**src/include/clmid_pkg.sv**
```systemverilog
// Purpose: Constants and types for the character display instruction decoder
// Assumes: 8-bit instruction byte already assembled from the host bus
// Notes:   Execution time is a fixed count of system clocks
package clmid_pkg;
   localparam int         CLMID_EXEC_NS        = 26300;
   localparam int         CLMID_CLK_NS         = 10;
   localparam int         CLMID_EXEC_CYC       = CLMID_EXEC_NS / CLMID_CLK_NS;
   localparam int         CLMID_CNT_W          = 12;
   localparam logic [6:0] CLMID_ONE_LINE_LAST  = 7'h4f;
   localparam logic [6:0] CLMID_L1_LAST        = 7'h27;
   localparam logic [6:0] CLMID_L2_FIRST       = 7'h40;
   localparam logic [6:0] CLMID_L2_LAST        = 7'h67;
   localparam logic [6:0] CLMID_ADDR_ZERO      = 7'h00;
   localparam logic [6:0] CLMID_GLYPH_MASK     = 7'h3f;
   localparam logic [6:0] CLMID_ADDR_ONE       = 7'h01;
   localparam logic [6:0] CLMID_SHIFT_LAST     = 7'h27;
   localparam logic [6:0] CLMID_SHIFT_ONE      = 7'h01;
   localparam int         CLMID_BIT_STEP_DIR   = 1;
   localparam int         CLMID_BIT_SHIFT_EN   = 0;
   localparam int         CLMID_BIT_DISP       = 2;
   localparam int         CLMID_BIT_CURSOR     = 1;
   localparam int         CLMID_BIT_BLINK      = 0;
   localparam int         CLMID_BIT_SC         = 3;
   localparam int         CLMID_BIT_RL         = 2;
   localparam int         CLMID_BIT_DL         = 4;
   localparam int         CLMID_BIT_N          = 3;
   localparam int         CLMID_BIT_DH         = 2;
   localparam int         CLMID_BIT_IS         = 0;
   localparam int         CLMID_BLINK_HALF     = 50;
   localparam int         CLMID_OP_TEXT_ADDR   = 7;
   localparam int         CLMID_OP_GLYPH_ADDR  = 6;
   localparam int         CLMID_OP_FUNC        = 5;
   localparam int         CLMID_OP_SHIFT       = 4;
   localparam int         CLMID_OP_DISP        = 3;
   localparam int         CLMID_OP_ENTRY       = 2;

   typedef enum logic [1:0] {
      CLMID_IDLE = 2'b01,
      CLMID_BUSY = 2'b10
   } clmid_state_t;

   typedef struct packed {
      clmid_state_t           state;
      logic [CLMID_CNT_W-1:0] busy_cnt;
      logic [6:0]             addr_counter;
      logic                   target_glyph;
      logic                   step_dir;
      logic                   shift_en;
      logic                   disp_on;
      logic                   cursor_on;
      logic                   blink_on;
      logic                   bus_width_sel;
      logic                   two_line;
      logic                   tall_font_sel;
      logic                   instr_table_sel;
      logic [6:0]             disp_shift;
      logic [6:0]             blink_cnt;
      logic                   blink_phase;
      logic                   strap_s1;
      logic                   strap_s2;
   } clmid_reg_t;
endpackage

```
**src/logic/clmid_decoder.sv**
```systemverilog
// Purpose: Decodes mode instructions, keeps the address counter and display shift
// Assumes: Instruction and data strobes come from host interface logic on CLK_SYS
// Notes:   Data RAM itself lives outside; this block only sets and steps its address
`timescale 1ns/1ps

////////////////////////////////////////////////////////////////////////////////
module clmid_decoder
   import clmid_pkg::*;
(
   input  wire logic       CLK_SYS,
   input  wire logic       RSTN,
   input  wire logic       INSTR_VALID,
   input  wire logic [7:0] INSTR_BYTE,
   input  wire logic       DATA_ACCESS,
   input  wire logic       DATA_WRITE,
   input  wire logic       EXTENSION_STRAP,
   output logic            OP_IN_PROGRESS_FLAG,
   output logic [6:0]      ADDR_COUNTER,
   output logic            TARGET_GLYPH_RAM,
   output logic            BUS_WIDTH_SEL,
   output logic            TWO_LINE_MODE,
   output logic            TALL_FONT_ACTIVE,
   output logic            INSTR_TABLE_SEL,
   output logic            DISPLAY_ENABLE,
   output logic            CURSOR_VISIBLE,
   output logic            BLINK_ALL_ON,
   output logic            STEP_DIR,
   output logic            SHIFT_EN,
   output logic [6:0]      DISPLAY_SHIFT
);

   ////////////////////////////////////////////////////////////////////////////
   clmid_reg_t r;
   clmid_reg_t next_r;

   // Step with wrap per line mode; tall font narrows the range
   function automatic logic [6:0] step_addr(input logic [6:0] a, input logic up,
                                            input logic two, input logic tall,
                                            input logic glyph);
      logic [6:0] n;
      n = up ? 7'(a + CLMID_ADDR_ONE) : 7'(a - CLMID_ADDR_ONE);
      if (glyph) begin
         n = n & CLMID_GLYPH_MASK;
      end else if (two) begin
         if (up && a == CLMID_L1_LAST) n = CLMID_L2_FIRST;
         else if (up && a == CLMID_L2_LAST) n = CLMID_ADDR_ZERO;
         else if (!up && a == CLMID_L2_FIRST) n = CLMID_L1_LAST;
         else if (!up && a == CLMID_ADDR_ZERO) n = CLMID_L2_LAST;
      end else begin
         if (tall) begin
            if (up && a == CLMID_L1_LAST) n = CLMID_ADDR_ZERO;
            else if (!up && a == CLMID_ADDR_ZERO) n = CLMID_L1_LAST;
         end else begin
            if (up && a == CLMID_ONE_LINE_LAST) n = CLMID_ADDR_ZERO;
            else if (!up && a == CLMID_ADDR_ZERO) n = CLMID_ONE_LINE_LAST;
         end
      end
      return n;
   endfunction

   // Shift offset modulo 40 positions in every line mode so all lines move together
   function automatic logic [6:0] shift_step(input logic [6:0] s, input logic left);
      logic [6:0] n;
      if (left) n = (s == CLMID_SHIFT_LAST) ? CLMID_ADDR_ZERO : 7'(s + CLMID_SHIFT_ONE);
      else      n = (s == CLMID_ADDR_ZERO) ? CLMID_SHIFT_LAST : 7'(s - CLMID_SHIFT_ONE);
      return n;
   endfunction

   logic tall_eff;
   assign tall_eff = r.tall_font_sel & ~r.strap_s2 & ~r.two_line;

   ////////////////////////////////////////////////////////////////////////////
   always_comb begin
      next_r = r;
      // Strap is a pin: two flops before use
      next_r.strap_s1 = EXTENSION_STRAP;
      next_r.strap_s2 = r.strap_s1;

      // Blink phase free runs; only shown when blink enabled
      if (r.blink_cnt == 7'(CLMID_BLINK_HALF - 1)) begin
         next_r.blink_cnt   = CLMID_ADDR_ZERO;
         next_r.blink_phase = ~r.blink_phase;
      end else begin
         next_r.blink_cnt = 7'(r.blink_cnt + CLMID_ADDR_ONE);
      end

      case (r.state)
         CLMID_IDLE: begin
            // Instruction wins over a same-cycle data access; host must not overlap them
            if (INSTR_VALID) begin
               next_r.state    = CLMID_BUSY;
               next_r.busy_cnt = CLMID_CNT_W'(CLMID_EXEC_CYC - 1);
               if (INSTR_BYTE[CLMID_OP_TEXT_ADDR]) begin
                  next_r.addr_counter = INSTR_BYTE[6:0];
                  next_r.target_glyph = 1'b0;
               end else if (INSTR_BYTE[CLMID_OP_GLYPH_ADDR]) begin
                  if (!r.instr_table_sel) begin
                     next_r.addr_counter = INSTR_BYTE[6:0] & CLMID_GLYPH_MASK;
                     next_r.target_glyph = 1'b1;
                  end
               end else if (INSTR_BYTE[CLMID_OP_FUNC]) begin
                  next_r.bus_width_sel   = INSTR_BYTE[CLMID_BIT_DL];
                  next_r.two_line        = INSTR_BYTE[CLMID_BIT_N];
                  next_r.tall_font_sel   = INSTR_BYTE[CLMID_BIT_DH];
                  next_r.instr_table_sel = INSTR_BYTE[CLMID_BIT_IS];
               end else if (INSTR_BYTE[CLMID_OP_SHIFT]) begin
                  // Extension table reuses this code; not handled here
                  if (!r.instr_table_sel) begin
                     if (INSTR_BYTE[CLMID_BIT_SC]) begin
                        next_r.disp_shift = shift_step(r.disp_shift,
                                                       ~INSTR_BYTE[CLMID_BIT_RL]);
                     end else begin
                        next_r.addr_counter = step_addr(r.addr_counter,
                                                        INSTR_BYTE[CLMID_BIT_RL],
                                                        r.two_line, tall_eff,
                                                        r.target_glyph);
                     end
                  end
               end else if (INSTR_BYTE[CLMID_OP_DISP]) begin
                  next_r.disp_on   = INSTR_BYTE[CLMID_BIT_DISP];
                  next_r.cursor_on = INSTR_BYTE[CLMID_BIT_CURSOR];
                  next_r.blink_on  = INSTR_BYTE[CLMID_BIT_BLINK];
               end else if (INSTR_BYTE[CLMID_OP_ENTRY]) begin
                  next_r.step_dir = INSTR_BYTE[CLMID_BIT_STEP_DIR];
                  next_r.shift_en = INSTR_BYTE[CLMID_BIT_SHIFT_EN];
               end
            end else if (DATA_ACCESS) begin
               next_r.state    = CLMID_BUSY;
               next_r.busy_cnt = CLMID_CNT_W'(CLMID_EXEC_CYC - 1);
               next_r.addr_counter = step_addr(r.addr_counter, r.step_dir, r.two_line,
                                               tall_eff, r.target_glyph);
               if (r.shift_en && DATA_WRITE && !r.target_glyph) begin
                  next_r.disp_shift = shift_step(r.disp_shift, r.step_dir);
               end
            end
         end
         CLMID_BUSY: begin
            if (r.busy_cnt == '0) next_r.state = CLMID_IDLE;
            else next_r.busy_cnt = CLMID_CNT_W'(r.busy_cnt - 1'b1);
         end
         default: next_r.state = CLMID_IDLE;
      endcase
   end

   ////////////////////////////////////////////////////////////////////////////
   always_ff @(posedge CLK_SYS) begin
      if (!RSTN) begin
         r                 <= '0;
         r.state           <= CLMID_IDLE;
         r.step_dir        <= 1'b1;
         r.bus_width_sel   <= 1'b1;
      end else begin
         r <= next_r;
      end
   end

   ////////////////////////////////////////////////////////////////////////////
   assign OP_IN_PROGRESS_FLAG = (r.state == CLMID_BUSY);
   assign ADDR_COUNTER        = r.addr_counter;
   assign TARGET_GLYPH_RAM    = r.target_glyph;
   assign BUS_WIDTH_SEL       = r.bus_width_sel;
   assign TWO_LINE_MODE       = r.two_line;
   assign TALL_FONT_ACTIVE    = tall_eff;
   assign INSTR_TABLE_SEL     = r.instr_table_sel;
   assign DISPLAY_ENABLE      = r.disp_on;
   assign CURSOR_VISIBLE      = r.disp_on & r.cursor_on;
   assign BLINK_ALL_ON        = r.disp_on & r.blink_on & r.blink_phase;
   assign STEP_DIR            = r.step_dir;
   assign SHIFT_EN            = r.shift_en;
   assign DISPLAY_SHIFT       = r.disp_shift;
endmodule

```
**config.mk**
```make
export PLATFORM = sky130hd
export DESIGN_NAME = clmid_decoder
export DESIGN_NICKNAME = d
export VERILOG_FILES = /design/src/include/clmid_pkg.sv /design/src/logic/clmid_decoder.sv
export SDC_FILE = /design/constraint.sdc
export NUM_CORES = 1
export LEC_CHECK = 0
export ABC_CLOCK_PERIOD_IN_PS = 2400
export BUFFER_PORTS_ARGS = -buffer_cell sky130_fd_sc_hd__clkbuf_2
export CAP_MARGIN = 20
export CORE_ASPECT_RATIO = 1.2
export CORE_MARGIN = 3
export CORE_UTILIZATION = 60
export CTS_BUF_LIST = sky130_fd_sc_hd__clkbuf_8
export DETAILED_ROUTE_END_ITERATION = 6
export GPL_ROUTABILITY_DRIVEN = 1
export GPL_TIMING_DRIVEN = 0
export PLACE_DENSITY = 0.92
export SYNTH_ARGS = -nofsm -noshare
export SYNTH_HDL_FRONTEND = slang
export SYNTH_SLANG_ARGS = --single-unit
```
**constraint.sdc**
```tcl
create_clock -name CLK_SYS -period 2.4 [get_ports CLK_SYS]
set_input_delay 0.24 -clock CLK_SYS [delete_from_list [all_inputs] [get_ports CLK_SYS]]
set_output_delay 0.24 -clock CLK_SYS [all_outputs]
set_load 0.02 [all_outputs]
```
==> flow_metrics.tcl <==
set metrics [dict create \
    ant_nets 0 \
    cap_violations 0 \
    grt_pass1_wl_microns 13600 \
    critPathBufInv 0 \
    layout-drive-gt1-share_pct 19.5 \
    finalCritPeriodShare_pct 91.9 \
    syn-num-nets 422 \
    area_growth_pct 11.8 \
    initial_core_util_pct 62.9 \
    cellPowerDensity_nw_per_um2 576 \
    grt_overflow 0 \
    routed_wl_microns 7950 \
    wl_per_cell_microns 15.7 \
    post-synth-top-area-fraction_pct 30.5 \
    final_common_cell "dfxtp_1" \
    synth_area_leaders "dfxtp_1 (31%), nor2_1 (4.9%), nand2_1 (4.3%), a21oi_1 (4.0%), buf_4 (3.3%)" \
    hold_viol_final 0 \
    drtIter0Drc 261 \
    power.share.clock_pct 24.0 \
    leakage_nw 1.43 \
    end_kind "register" \
    place_hpwl_microns 5890 \
    p_total_mw 2.03 \
    yosys_warnings 0 \
    die_h_microns 85.4 \
    final_util_pct 70.3 \
    grtUsageTotal_pct 27.1 \
    worst_pin_slew_ns 0.586 \
    critPathKind "register to register" \
    n_antenna_cell 0 \
    post_drt_via_cell_ratio 6.24 \
    cts_buffer_depth 2 \
    gp_congestion 0.970 \
    die_x_microns 72.1 \
    core.rowCount 28 \
    drc 0 \
    critical_path.slowest_cell "dfxtp_2" \
    cpMostUsedCell "o211ai_1" \
    slowest_delay_ns 0.44 \
    synth_edf_count 0 \
    cts_buffers 5 \
    vdd_drop_max_mv 0.405 \
    antenna_found_initial 0 \
    period_minus_slack_ns 2.20 \
    synth_ff_type "dfxtp_1" \
    rsz0062_at_grt "false" \
    startpoint_type "register" \
    fin_skew_ns 0.0143 \
    multiInputGateArea_sq_um 1940 \
    grt_pass1_vias 2949 \
    combPwrFrac_pct 31.5 \
    run_status "complete, no violations" \
    rrSetupSlack_ns 0.20 \
    cp_max_fo 10 \
    syn_inst 401 \
    fmax_ghz 0.454 \
    drv_slew 0 \
    syn_area_sq_um 3150 \
    port_buffers 37 \
    die_area_sq_um 6160 \
    cp.arrival_ns 2.39 \
    finalSetupViolCount 0 \
    pwr-share-seq_pct 44.4 \
    clock_latency_ns 0.31 \
    coreArea_sq_um 5010 \
    cts_tree "built" \
    nNetsFinal 466 \
    nFillCells 406 \
    first_pass_iters 5 \
    crit_required_ns 2.59 \
    async_reset_ff_share_pct 0 \
    cts_root_buf "clkbuf_8" \
    yosysUniqueCellTypes 62 \
    ioPinCount 39 \
    path_cells "ha_1, nand3b_1, nor4_4, o211ai_1, nand3_1, o211ai_1, o221a_1" \
    maxSlewHeadroom_pct 60.6 \
    clock-sinks 48 \
    power.switching_mw 0.712 \
    syn_avg_cell_area_sq_um 7.85 \
    final_cell_mix "dfxtp_1 (46), nor2_1 (41), clkbuf_2 (37), nand2_1 (36), a21oi_1 (25)" \
    intPower_mw 1.31 \
    htreeDepth 2 \
    cpLargestDelayFamily "simple AND/OR/NAND/NOR gates" \
    ff_latch_area_sq_um 963 \
    ys_ff_latch 48 \
    clkTransAtPathRegs_ns 0.10 \
    synth_top_area_cell "dfxtp_1" \
    vias 3156 \
    synth_seq_area_share_pct 30.5 \
    switching_share_pct 35.1 \
    hp-class "input pin to register" \
    grt_max_degree 16 \
]
[final cells by class]
cell class,instances,share of cell area [%]
Inverter,16,1.71
Buffer,35,5.87
Timing Repair Buffer,37,5.26
Clock inverter,3,0.533
Multi-Input combinational cell,302,55.2
Tap cell,60,2.13
Sequential cell,48,27.4
Clock buffer,5,1.96
[metrics by stage]
step | worst slack (ns) | std cells | cell area, sq um | hold WS, ns | setup TNS [ns]
floorplan | 0.425 | 401 | 3150 | 0.356 | 0
global placement | -0.0545 | 498 | 3410 | 0.414 | -0.101
detailed placement | -0.0825 | 498 | 3410 | 0.444 | -0.174
CTS | 0.0719 | 506 | 3500 | 0.127 | 0
global route | 0.0814 | 506 | 3520 | 0.114 | 0
finish | 0.195 | 506 | 3520 | 0.124 | 0
[cells by family after synthesis]
family | Yosys count | share of synthesized area [%]
xor gates and xnor gates | 21 | 5.84
and+or+nand+nor | 175 | 29.4
AOI/OAI and AO/OA | 90 | 20.1
DFF | 48 | 30.5
muxes | 9 | 2.90
adders and majority gates | 7 | 2.78
buffers and inverters | 51 | 8.46
[flip-flops by register name, summed over array words and instances, names as in the netlist]
| signal | count |
|---|---|
| ADDR_COUNTER | 7 |
| BUS_WIDTH_SEL | 1 |
| DISPLAY_ENABLE | 1 |
| DISPLAY_SHIFT | 7 |
| INSTR_TABLE_SEL | 1 |
| SHIFT_EN | 1 |
| STEP_DIR | 1 |
| TARGET_GLYPH_RAM | 1 |
| TWO_LINE_MODE | 1 |
| next_r | 1 |
| r | 26 |
[layer usage]
| layer | track usage, % | wire (microns) | vias to the layer above |
|---|---|---|---|
| met5 | 0 | 0 | - |
| met4 | 10.6 | 248 | 0 |
| met3 | 4.38 | 555 | 30 |
| met2 | 48.1 | 4020 | 153 |
| met1 | 32.1 | 3120 | 1463 |
| li1 | - | - | 1510 |
[synthesized netlist by cell type, types with 4 or more instances]
master,count
o21ai_0,19
nor2_1,41
a21oi_1,25
xor2_1,12
ha_1,7
nand2_1,36
nand2b_1,9
and2_1,4
buf_4,14
dfxtp_1,48
nor2b_1,8
or3_1,7
xnor2_1,9
a211oi_1,7
inv_1,16
and3_1,7
nand4_1,8
nand4b_1,4
buf_2,6
nor3_1,10
nor4_1,5
clkbuf_1,12
nand3_1,17
a31oi_1,5
mux2i_1,8
[final timing paths]
| kind | start | end | cells after the start |
|---|---|---|---|
| worst max-delay path | ADDR_COUNTER[0]$_SDFFE_PN0P_ | ADDR_COUNTER[1]$_SDFFE_PN0P_ | 7 |
| worst min register to register | r[22]$_SDFFE_PN0P_ | r[22]$_SDFFE_PN0P_ | 2 |
| worst max register to register | ADDR_COUNTER[0]$_SDFFE_PN0P_ | ADDR_COUNTER[1]$_SDFFE_PN0P_ | 7 |
| worst min-delay path | EXTENSION_STRAP | next_r[0]$_SDFF_PN0_ | 2 |
[repair_timing]
| item | CTS | global route |
|---|---|---|
| hold buffers | 0 | 0 |
| setup endpoints to repair | 3 | 5 |
| gates resized for setup | 1 | 4 |
| buffers inserted | 0 | 0 |
[power by group through the flow]
stage	logic, mW	registers, mW	clock network [mW]
after floorplan	0.483	0.904	0
after global placement	0.603	0.912	0
after detailed placement	0.620	0.915	0
after CTS	0.625	0.897	0.489
after global routing	0.696	0.907	0.526
final	0.639	0.900	0.487
Note: power is estimated with default switching activity, not from simulation.
